[src/verilog/port_power_pkg.sv]
// constants, types and helpers shared by the port-power pad control block
// ----------------------------------------------------------------------------
// ----------------------------------------------------------------------------
package port_power_pkg;

  // ----------------------------------------------------------------------------
  // register indices; byte address is four times the index
  // ----------------------------------------------------------------------------
  localparam int IDX_W = 14;
  localparam logic [13:0] IDX_PULLDOWN = 14'h092E;
  localparam logic [13:0] IDX_DIRECTION = 14'h0932;
  localparam logic [13:0] IDX_OUTPUT = 14'h0936;
  localparam logic [13:0] IDX_INPUT = 14'h093A;
  localparam logic [13:0] IDX_PULLUP = 14'h093E;
  localparam logic [13:0] IDX_SEL1 = 14'h3C00;

  // ----------------------------------------------------------------------------
  // values after reset and field positions
  // ----------------------------------------------------------------------------
  localparam logic [7:0] RST_PULLDOWN = 8'h00;
  localparam logic [7:0] RST_DIRECTION = 8'h00;
  localparam logic [7:0] RST_OUTPUT = 8'h00;
  localparam logic [7:0] RST_PULLUP = 8'h00;
  localparam logic [7:0] RST_SEL1 = 8'h00;
  localparam logic [7:0] SEL1_WRITE_MASK = 8'hBF;
  localparam logic [7:0] PULLUP_WRITE_MASK = 8'hFE;
  localparam int SEL_COMBINED_BIT = 7;
  localparam int SEL_DISABLE_BIT = 5;
  localparam int SEL_NONREM_BIT = 4;
  localparam int SEL_SRC_LSB = 0;
  localparam int SEL_SRC_MSB = 3;

  // ----------------------------------------------------------------------------
  // power source codes
  // ----------------------------------------------------------------------------
  localparam logic [3:0] SRC_OFF = 4'h0;
  localparam logic [3:0] SRC_USB2 = 4'h1;
  localparam logic [3:0] SRC_USB3 = 4'h2;
  localparam logic [3:0] SRC_EITHER = 4'h3;
  localparam logic [3:0] SRC_GPIO = 4'h4;

  // ----------------------------------------------------------------------------
  // bus slave states and carriers
  // ----------------------------------------------------------------------------
  typedef enum logic [1:0] {
    SLAVE_IDLE,
    SLAVE_WRITE,
    SLAVE_READ_WAIT,
    SLAVE_READ_DONE
  } slave_state_e;

  typedef struct packed {
    logic [7:1] out_data;
    logic [7:1] out_enable;
    logic [7:1] pullup_en;
    logic [7:1] pulldown_en;
  } pad_ctrl_s;

  typedef struct packed {
    logic power_on;
    logic disabled;
    logic non_removable;
    logic combined_mode;
  } port1_status_s;

  // true for a word-aligned, in-range byte address
  function automatic logic addr_in_map(input logic [31:0] addr);
    return (addr[31:16] == 16'h0000) && (addr[1:0] == 2'h0);
  endfunction

  // port power decision from the source code and live sources
  function automatic logic source_power(input logic [3:0] code, input logic usb2,
                                        input logic usb3, input logic gpio);
    case (code)
      SRC_USB2: return usb2;
      SRC_USB3: return usb3;
      SRC_EITHER: return usb2 | usb3;
      SRC_GPIO: return gpio;
      default: return 1'b0;
    endcase
  endfunction

endpackage

[src/verilog/pad_level_sync.sv]
// three-stage synchroniser with agreement filter for pad input levels
`timescale 1ns/1ps
module pad_level_sync #(
  parameter int WIDTH = 7
) (
  // clock and reset
  input wire logic clk,
  input wire logic reset,
  // levels
  input wire logic [WIDTH-1:0] async_in,
  output logic [WIDTH-1:0] level
);

  logic [WIDTH-1:0] s1_reg;
  logic [WIDTH-1:0] s2_reg;
  logic [WIDTH-1:0] s3_reg;
  logic [WIDTH-1:0] level_reg;
  logic [WIDTH-1:0] level_next;

  // accept a change only once stages two and three agree
  always_comb begin
    for (int i = 0; i < WIDTH; i++) begin
      level_next[i] = (s2_reg[i] == s3_reg[i]) ? s3_reg[i] : level_reg[i];
    end
  end

  // stage one is read by stage two only
  always_ff @(posedge clk) begin
    if (reset) begin
      s1_reg <= '0;
      s2_reg <= '0;
      s3_reg <= '0;
      level_reg <= '0;
    end else begin
      s1_reg <= async_in;
      s2_reg <= s1_reg;
      s3_reg <= s2_reg;
      level_reg <= level_next;
    end
  end

  assign level = level_reg;

endmodule

[src/verilog/ahb_word_slave.sv]
// AHB-Lite word slave front end: writes with no wait, reads with one wait
`timescale 1ns/1ps
module ahb_word_slave (
  // clock and reset
  input wire logic clk,
  input wire logic reset,
  // AHB-Lite
  input wire logic hsel,
  input wire logic [31:0] haddr,
  input wire logic [1:0] htrans,
  input wire logic hwrite,
  input wire logic [2:0] hsize,
  input wire logic hready,
  input wire logic [31:0] hwdata,
  output logic hreadyout,
  output logic hresp,
  output logic [31:0] hrdata,
  // register side
  output logic wr_en,
  output logic [13:0] reg_index,
  output logic [7:0] wr_data,
  input wire logic [7:0] rd_data
);

  port_power_pkg::slave_state_e state_reg, state_next;
  logic [13:0] index_reg, index_next;
  logic mapped_reg, mapped_next;
  logic [31:0] hrdata_reg, hrdata_next;
  logic accept;

  // one wait on reads lets a write in the prior data phase land first
  assign hreadyout = (state_reg != port_power_pkg::SLAVE_READ_WAIT);
  assign accept = hsel && htrans[1] && hready;

  // next state, captured address and read data
  always_comb begin
    state_next = state_reg;
    index_next = index_reg;
    mapped_next = mapped_reg;
    hrdata_next = hrdata_reg;
    if (state_reg == port_power_pkg::SLAVE_READ_WAIT) begin
      hrdata_next = mapped_reg ? {24'h000000, rd_data} : 32'h00000000;
    end
    case (state_reg)
      port_power_pkg::SLAVE_READ_WAIT: state_next = port_power_pkg::SLAVE_READ_DONE;
      port_power_pkg::SLAVE_IDLE,
      port_power_pkg::SLAVE_WRITE,
      port_power_pkg::SLAVE_READ_DONE: begin
        state_next = port_power_pkg::SLAVE_IDLE;
        if (accept) begin
          state_next = hwrite ? port_power_pkg::SLAVE_WRITE : port_power_pkg::SLAVE_READ_WAIT;
          index_next = haddr[15:2];
          mapped_next = port_power_pkg::addr_in_map(haddr) && (hsize == 3'h2);
        end
      end
      default: state_next = port_power_pkg::SLAVE_IDLE;
    endcase
  end

  // registers of the bus front end
  always_ff @(posedge clk) begin
    if (reset) begin
      state_reg <= port_power_pkg::SLAVE_IDLE;
      index_reg <= 14'h0000;
      mapped_reg <= 1'b0;
      hrdata_reg <= 32'h00000000;
    end else begin
      state_reg <= state_next;
      index_reg <= index_next;
      mapped_reg <= mapped_next;
      hrdata_reg <= hrdata_next;
    end
  end

  // unmapped writes are dropped, unmapped reads return zero
  assign wr_en = (state_reg == port_power_pkg::SLAVE_WRITE) && mapped_reg;
  assign reg_index = index_reg;
  assign wr_data = hwdata[7:0];
  assign hrdata = hrdata_reg;
  assign hresp = 1'b0;

endmodule

[src/verilog/port_power_pin_control.sv]
// register file and pad control for the seven port-power pads and port 1 select
//
// The AHB-Lite interface to the registers was decided locally.
`timescale 1ns/1ps
module port_power_pin_control (
  // clock and reset
  input wire logic clk,
  input wire logic reset,
  // AHB-Lite register bus
  input wire logic hsel,
  input wire logic [31:0] haddr,
  input wire logic [1:0] htrans,
  input wire logic hwrite,
  input wire logic [2:0] hsize,
  input wire logic hready,
  input wire logic [31:0] hwdata,
  output logic hreadyout,
  output logic hresp,
  output logic [31:0] hrdata,
  // port-power pads, index n is pad n
  input wire logic [7:1] pad_in,
  output port_power_pkg::pad_ctrl_s pads,
  // port 1 power sources from hub logic
  input wire logic usb2_port_power,
  input wire logic usb3_port_power,
  input wire logic designated_gpio,
  // port 1 state
  output port_power_pkg::port1_status_s port1
);

  // ----------------------------------------------------------------------------
  // bus front end and input synchroniser
  // ----------------------------------------------------------------------------
  logic wr_en;
  logic [13:0] reg_index;
  logic [7:0] wr_data;
  logic [7:0] rd_data;
  logic [7:1] in_level;

  ahb_word_slave u_bus (
    .clk(clk),
    .reset(reset),
    .hsel(hsel),
    .haddr(haddr),
    .htrans(htrans),
    .hwrite(hwrite),
    .hsize(hsize),
    .hready(hready),
    .hwdata(hwdata),
    .hreadyout(hreadyout),
    .hresp(hresp),
    .hrdata(hrdata),
    .wr_en(wr_en),
    .reg_index(reg_index),
    .wr_data(wr_data),
    .rd_data(rd_data)
  );

  pad_level_sync #(
    .WIDTH(7)
  ) u_sync (
    .clk(clk),
    .reset(reset),
    .async_in(pad_in),
    .level(in_level)
  );

  // ----------------------------------------------------------------------------
  // pad registers
  // ----------------------------------------------------------------------------
  logic [7:0] pulldown_reg, pulldown_next;
  logic [7:0] direction_reg, direction_next;
  logic [7:0] output_reg, output_next;
  logic [7:0] pullup_reg, pullup_next;
  logic [7:0] sel1_reg, sel1_next;

  // bit 0 of the first three is stored but never reaches a pad
  always_comb begin
    pulldown_next = pulldown_reg;
    direction_next = direction_reg;
    output_next = output_reg;
    pullup_next = pullup_reg;
    sel1_next = sel1_reg;
    if (wr_en) begin
      case (reg_index)
        port_power_pkg::IDX_PULLDOWN: pulldown_next = wr_data;
        port_power_pkg::IDX_DIRECTION: direction_next = wr_data;
        port_power_pkg::IDX_OUTPUT: output_next = wr_data;
        port_power_pkg::IDX_PULLUP: pullup_next = wr_data & port_power_pkg::PULLUP_WRITE_MASK;
        port_power_pkg::IDX_SEL1: sel1_next = wr_data & port_power_pkg::SEL1_WRITE_MASK;
        default: pulldown_next = pulldown_reg; // input register and holes ignore writes
      endcase
    end
  end

  // register storage
  always_ff @(posedge clk) begin
    if (reset) begin
      pulldown_reg <= port_power_pkg::RST_PULLDOWN;
      direction_reg <= port_power_pkg::RST_DIRECTION;
      output_reg <= port_power_pkg::RST_OUTPUT;
      pullup_reg <= port_power_pkg::RST_PULLUP;
      sel1_reg <= port_power_pkg::RST_SEL1;
    end else begin
      pulldown_reg <= pulldown_next;
      direction_reg <= direction_next;
      output_reg <= output_next;
      pullup_reg <= pullup_next;
      sel1_reg <= sel1_next;
    end
  end

  // ----------------------------------------------------------------------------
  // read path
  // ----------------------------------------------------------------------------
  // reserved read-only bits come back as zero
  always_comb begin
    case (reg_index)
      port_power_pkg::IDX_PULLDOWN: rd_data = pulldown_reg;
      port_power_pkg::IDX_DIRECTION: rd_data = direction_reg;
      port_power_pkg::IDX_OUTPUT: rd_data = output_reg;
      port_power_pkg::IDX_INPUT: rd_data = {in_level, 1'b0};
      port_power_pkg::IDX_PULLUP: rd_data = pullup_reg;
      port_power_pkg::IDX_SEL1: rd_data = sel1_reg;
      default: rd_data = 8'h00;
    endcase
  end

  // ----------------------------------------------------------------------------
  // pad drive, straight from the registers bit for bit
  // ----------------------------------------------------------------------------
  // output data is always presented; enable alone decides whether it drives
  assign pads.out_data = output_reg[7:1];
  assign pads.out_enable = direction_reg[7:1];
  assign pads.pullup_en = pullup_reg[7:1];
  assign pads.pulldown_en = pulldown_reg[7:1];

  // ----------------------------------------------------------------------------
  // port 1 power and status
  // ----------------------------------------------------------------------------
  port_power_pkg::port1_status_s port1_reg, port1_next;
  logic [3:0] src_code;

  assign src_code = sel1_reg[port_power_pkg::SEL_SRC_MSB:port_power_pkg::SEL_SRC_LSB];

  // settings are static after configuration, so live changes need no guarding
  always_comb begin
    port1_next.power_on = port_power_pkg::source_power(src_code, usb2_port_power,
                                                       usb3_port_power, designated_gpio) &&
                          !sel1_reg[port_power_pkg::SEL_DISABLE_BIT];
    port1_next.disabled = sel1_reg[port_power_pkg::SEL_DISABLE_BIT];
    port1_next.non_removable = sel1_reg[port_power_pkg::SEL_NONREM_BIT];
    port1_next.combined_mode = sel1_reg[port_power_pkg::SEL_COMBINED_BIT];
  end

  // registered status outputs
  always_ff @(posedge clk) begin
    if (reset) begin
      port1_reg <= '0;
    end else begin
      port1_reg <= port1_next;
    end
  end

  assign port1 = port1_reg;
endmodule

[config.mk]
export PLATFORM = sky130hd
export DESIGN_NAME = port_power_pin_control
export DESIGN_NICKNAME = d
export VERILOG_FILES = /design/src/verilog/port_power_pkg.sv /design/src/verilog/pad_level_sync.sv /design/src/verilog/ahb_word_slave.sv /design/src/verilog/port_power_pin_control.sv
export SDC_FILE = /design/constraint.sdc
export NUM_CORES = 1
export LEC_CHECK = 0
export BUFFER_PORTS_ARGS = -buffer_cell sky130_fd_sc_hd__buf_4
export CAP_MARGIN = 5
export CORE_MARGIN = 1
export CORE_UTILIZATION = 30
export CTS_BUF_LIST = sky130_fd_sc_hd__clkbuf_8
export CTS_CLUSTER_SIZE = 16
export DETAILED_ROUTE_END_ITERATION = 6
export SYNTH_ARGS = -nofsm -noshare
export SYNTH_HDL_FRONTEND = slang
export SYNTH_HIERARCHICAL = 1
export SYNTH_SLANG_ARGS = --single-unit
[constraint.sdc]
create_clock -name clk -period 1.89 [get_ports clk]
set_input_delay 0.378 -clock clk [delete_from_list [all_inputs] [get_ports clk]]
set_output_delay 0.378 -clock clk [all_outputs]
set_load 0.03 [all_outputs]
=== Word level (Yosys, flattened, before mapping) ===
Index checks and enable logic that the tools add are counted.

* Eq/ne operators: 22
* Multiplexer cells: 6
* Bitwise gates (word level): 1
* Reduce and logical (&&, ||, !) cells: 17

{| class="wikitable"
|+ Operator list
! kind !! number
|-
| $eq 14x12->1 const B || 5
|-
| $pmux 8 s6 || 1
|-
| $logic_not 16->1 || 1
|-
| $eq 14x14->1 const B || 1
|-
| $reduce_and 2->1 || 6
|-
| $eq 4x2->1 const B || 2
|-
| $mux 8 || 1
|-
| $eq 1x1->1 || 7
|-
| $logic_and 1x1->1 || 6
|-
| $eq 2x2->1 const B || 2
|-
| $eq 4x1->1 const B || 1
|-
| $eq 4x3->1 const B || 1
|-
| $logic_not 2->1 || 2
|-
| $mux 2 || 2
|-
| $pmux 1 s4 || 1
|-
| $pmux 2 s2 || 1
|-
| $eq 3x2->1 const B || 1
|-
| $reduce_or 3->1 || 1
|-
| $eq 2x1->1 const B || 1
|-
| $ne 2x2->1 const B || 1
|-
| $logic_not 1->1 || 1
|-
| $or 1x1->1 || 1
|}

* Bits in registers: 119
* Input bits: 84
* Output and inout bits: 66

=== Logic depth before layout (Yosys ltp) ===
* Word-level depth: 4
* Gate-level depth with buffers: 7
* Depth with buffers taken out: 6

=== Modules after synthesis ===
The synthesis kept the hierarchy.

{| class="wikitable"
|+ By module, submodules not included
! module !! times used !! cells each !! area each (um^2)
|-
| port_power_pin_control || 1 || 226 || 2279.7
|-
| ahb_word_slave || 1 || 157 || 1270.0
|-
| pad_level_sync || 1 || 73 || 913.4
|}

=== Worst setup path before layout ===
OpenSTA, ideal clock, no wires.

* Kind: register to register
* From: register u_bus.index_reg[3] (netlist: u_bus/reg_index[3])
* To: register u_bus.hrdata_reg[1] (netlist: u_bus/hrdata[1])
* Library setup time: 0.132 ns
* Arrival: 1.635 ns
* Setup slack: 0.122 ns
* Stages on the path, launching flop included: 7
* Clock period less this slack: 1.768 ns
* Cells stage by stage: dfxtp_1 buf_2 mux4_2 nor2b_1 a221o_1 nand3_1 a21oi_1

* Word-level cells in the longest chain between the ends: 3
* Elaborated cells on any way between the ends: 8
* Classes of those cells: 6 x eq/ne; 2 x mux

{| class="wikitable"
|+ Ends and longest elaborated chain
! what !! line !! text
|-
| start, declared || ahb_word_slave.sv:26 || <nowiki>logic [13:0] index_reg, index_next;</nowiki>
|-
| start signal, assigned || ahb_word_slave.sv:69 || <nowiki>index_reg <= index_next;</nowiki>
|-
| $eq 14x14->1 or $eq 14x12->1 (tied branches) || port_power_pin_control.sv:118 || <nowiki>case (reg_index)</nowiki>
|-
| $pmux 8 s6 (*) || port_power_pin_control.sv:118 ||
|-
| named net rd_data[1] || port_power_pin_control.sv:37 || <nowiki>logic [7:0] rd_data;</nowiki>
|-
| $mux 8 (*) || ahb_word_slave.sv:42 || <nowiki>hrdata_next = mapped_reg ? {24'h000000, rd_data} : 32'h00000000;</nowiki>
|-
| end signal, assigned || ahb_word_slave.sv:71 || <nowiki>hrdata_reg <= hrdata_next;</nowiki>
|-
| end, declared || ahb_word_slave.sv:28 || <nowiki>logic [31:0] hrdata_reg, hrdata_next;</nowiki>
|}

The timed path passes the listed nets; every way through them passes the cells marked *.
A chain may end at the register's enable or synchronous reset.

=== Final worst setup path ===
* From: register u_bus.index_reg[3] (netlist: u_bus/reg_index[3])
* To: register sel1_reg[0]

* Word-level cells in the longest chain between the ends: 2

{| class="wikitable"
|+ Ends and longest elaborated chain
! what !! line !! text
|-
| $eq 14x14->1 || port_power_pin_control.sv:85 || <nowiki>case (reg_index)</nowiki>
|-
| $reduce_and 2->1 (no source line) || - ||
|-
| end signal, assigned || port_power_pin_control.sv:103 || <nowiki>sel1_reg <= port_power_pkg::RST_SEL1;</nowiki>
|-
| end signal, assigned || port_power_pin_control.sv:109 || <nowiki>sel1_reg <= sel1_next;</nowiki>
|-
| end, declared || port_power_pin_control.sv:75 || <nowiki>logic [7:0] sel1_reg, sel1_next;</nowiki>
|}

No other way between the ends.

==> results.ini <==
[timing]
fin_crit_sh = 0.9974
fin_tns_setup_ps = 0
slew_viol_final = 0
fin_hold_ws_ps = 205.4
min_period_ps = 1885
worst_clock_skew_ps = 10.76
slew_headroom = 0.6290
worst_pin_slew_ps = 554.9
finalSetupViolations = 0
rsz0062_at_grt = true
max_freq_ghz = 0.5305
hold_viol_final = 0

[synth]
syn-instance-count = 456
async_flop_share = 0
synth-main-ff-cell = dfxtp_1
synth_top_area_frac = 0.4261
synth_top_area_cell = dfxtp_1
synth.most_common_cell = dfxtp_1
synth_area_sq_mm = 0.004463
ys_top_cells_by_count = 95 x dfxtp_1, 59 x buf_4, 39 x nand2b_1
synth_area_per_cell_sq_um = 9.787
synth-edff-count = 0
yosys-top-cells-area = dfxtp_1 43%, buf_4 9.9%, mux2i_1 7.6%
synth_seq_cells = 95
synth_warnings = 6
ys_types = 48
yosysSeqAreaShare = 0.4261

[clock_tree]
cts.sinks = 95
cts_hold_buf = 0
cts_buffers = 9
clkTransAtPathRegs_ps = 90
htreeDepth = 3
cts_tree = built
cts_root_buf = clkbuf_8
clock_path_buffers = 2
clk_latency_ps = 370

[setup_path]
cp_max_fo = 7
arrival_ps = 2190
crit_cells = 7
max_stage_delay_ps = 370
crit_family = simple AND/OR/NAND/NOR gates
cp_cell_sequence = buf_6 > buf_4 > or3b_1 > nor4_1 > and4_1 > buf_12 > mux2i_1
r2r_cells = 7
cp-start-kind = register
cp_slowest_cell = dfxtp_4
critical_path_class = reg -> reg
worst-path-buf-inv = 3
critPathRequiredTime_ps = 2190
end_kind = register

[finish]
largest_reg_flops = 14
nets = 620
multi_input_area_sq_mm = 0.002092
drive_gt1_frac = 0.3327
fill_cells = 1460
syn_to_final_growth_pct = 21.50
ff_latch_area_sq_mm = 0.001907
diodes = 0

[power_and_ir_drop]
switching_power_uw = 926.9
clockPowerShare = 0.374
peakVddDrop_mv = 0.3729
pwr-share-seq = 0.539
power_uw = 3800
p_int_uw = 2873
swShare = 0.2439
p_leak_uw = 0.002270
combPwrFrac = 0.087
power_density_mw_per_mm2 = 700.8

[floorplan]
fp-row-count = 44
initial_core_util = 0.3071
design.die.area_sq_mm = 0.01537
die_w_um = 124.0
core_area_sq_mm = 0.01453
pin_count = 150
die_h_um = 124.0

[grt]
grt_pass1_wl_mm = 16.75
grt_pass1_vias = 3345
grt_max_degree = 36
grtUsageTotal = 0.1437
antenna_found_initial = 0
grt-ovfl-total = 0

[min_path]
min_path_type = in -> reg
min_delay_path_depth = 2

[placed_design]
place.gp.congestion = 0.8402
dp_hpwl_mm = 8.073
io_buffer_count = 99

[drt]
dr.pass1.iters = 4
dr_total_vias = 3368
drc = 0
wirelength_mm = 10.73
ant_nets = 0
wl_per_cell_um = 14.79
drt-initial-drc-count = 198
viasPerCell = 4.646

[run_status]
status = complete, no violations

[run]
max_cap_violations = 0

power groups by stage:
stage	clock, uW	combinational (uW)	sequential, uW
6_report	1420	330	2050
5_1_grt	1550	362	2050
2_1_floorplan	0	252	2090
4_1_cts	1470	328	2050
3_3_place_gp	0	321	2090
3_5_place_dp	0	326	2100
metal layers:
metal,share of wire,GRT usage,vias to the layer above
met5,0,0,-
li1,-,-,1662
met3,0.064,0.03938,15
met4,0.017,0.04613,0
met2,0.45,0.2316,115
met1,0.46,0.1854,1576
metrics by stage:
stage,area [sq um],instances,utilization,setup slack [ps]
finish,5423,725,0.3731,4.841
global route,5423,725,0.3731,-56.41
CTS,5368,723,0.3693,19.47
detailed placement,5145,707,0.3540,-40.25
global placement,5145,707,0.3540,1.938
floorplan,4553,480,-,122.4
final cells by class:
type,instances,share of cell area
multi-input cells,301,0.3858
flip-flops and latches,95,0.3516
repair buffers,124,0.1770
well taps,184,0.04246
clock buffers,11,0.02792
clock inverters,5,0.01177
inverters,5,0.003461
path summary, 6_finish.rpt:
path / from / to / slack [ps]
setup / recovery: u_bus/reg_index[3] / sel1_reg[0] / 5
hold / removal: pad_in[3] / u_sync/s1_reg[2] / 210
setup reg to reg: u_bus/reg_index[3] / sel1_reg[0] / 5
hold reg to reg: u_sync/s1_reg[3] / u_sync/s2_reg[3] / 440
cell families (layout without fill, tap and decap cells):
family / count (synthesis) / count (layout) / synth area share
AND/OR/NAND/NOR: 157 / 157 / 0.2265
multiplexers: 40 / 40 / 0.1074
AO/OA/AOI/OAI: 79 / 79 / 0.1051
buffers and inverters: 84 / 145 / 0.1340
other: 1 / 25 / 0.0008402
flip-flops: 95 / 95 / 0.4261
cell usage in the layout (no fill, tap or decap), types with 3 or more instances in the layout:
cell type / synthesis / final
a21oi_1: 23 / 21
a21oi_2: 7 / 9
a221o_1: 7 / 7
and2b_1: 3 / 3
buf_4: 59 / 121
clkbuf_8: 0 / 11
conb_1: 1 / 25
dfxtp_1: 95 / 93
inv_1: 4 / 4
mux2i_1: 34 / 34
mux4_2: 5 / 5
nand2_1: 19 / 19
nand2b_1: 39 / 39
nand3_1: 23 / 21
nand4_1: 5 / 5
nor2_1: 8 / 8
nor2b_1: 20 / 20
nor2b_2: 9 / 9
nor2b_4: 5 / 5
nor4_1: 7 / 7
nor4b_2: 1 / 3
o21ai_0: 37 / 37
timing repair:
action / 4_1_cts / 5_1_grt
hold endpoints to repair: 0 / 0
gates resized for setup: 2 / 10
pin swaps: 1 / 22
setup buffers: 0 / 2
setup endpoints to repair: 7 / 23
(Power assumes the default switching activity.)
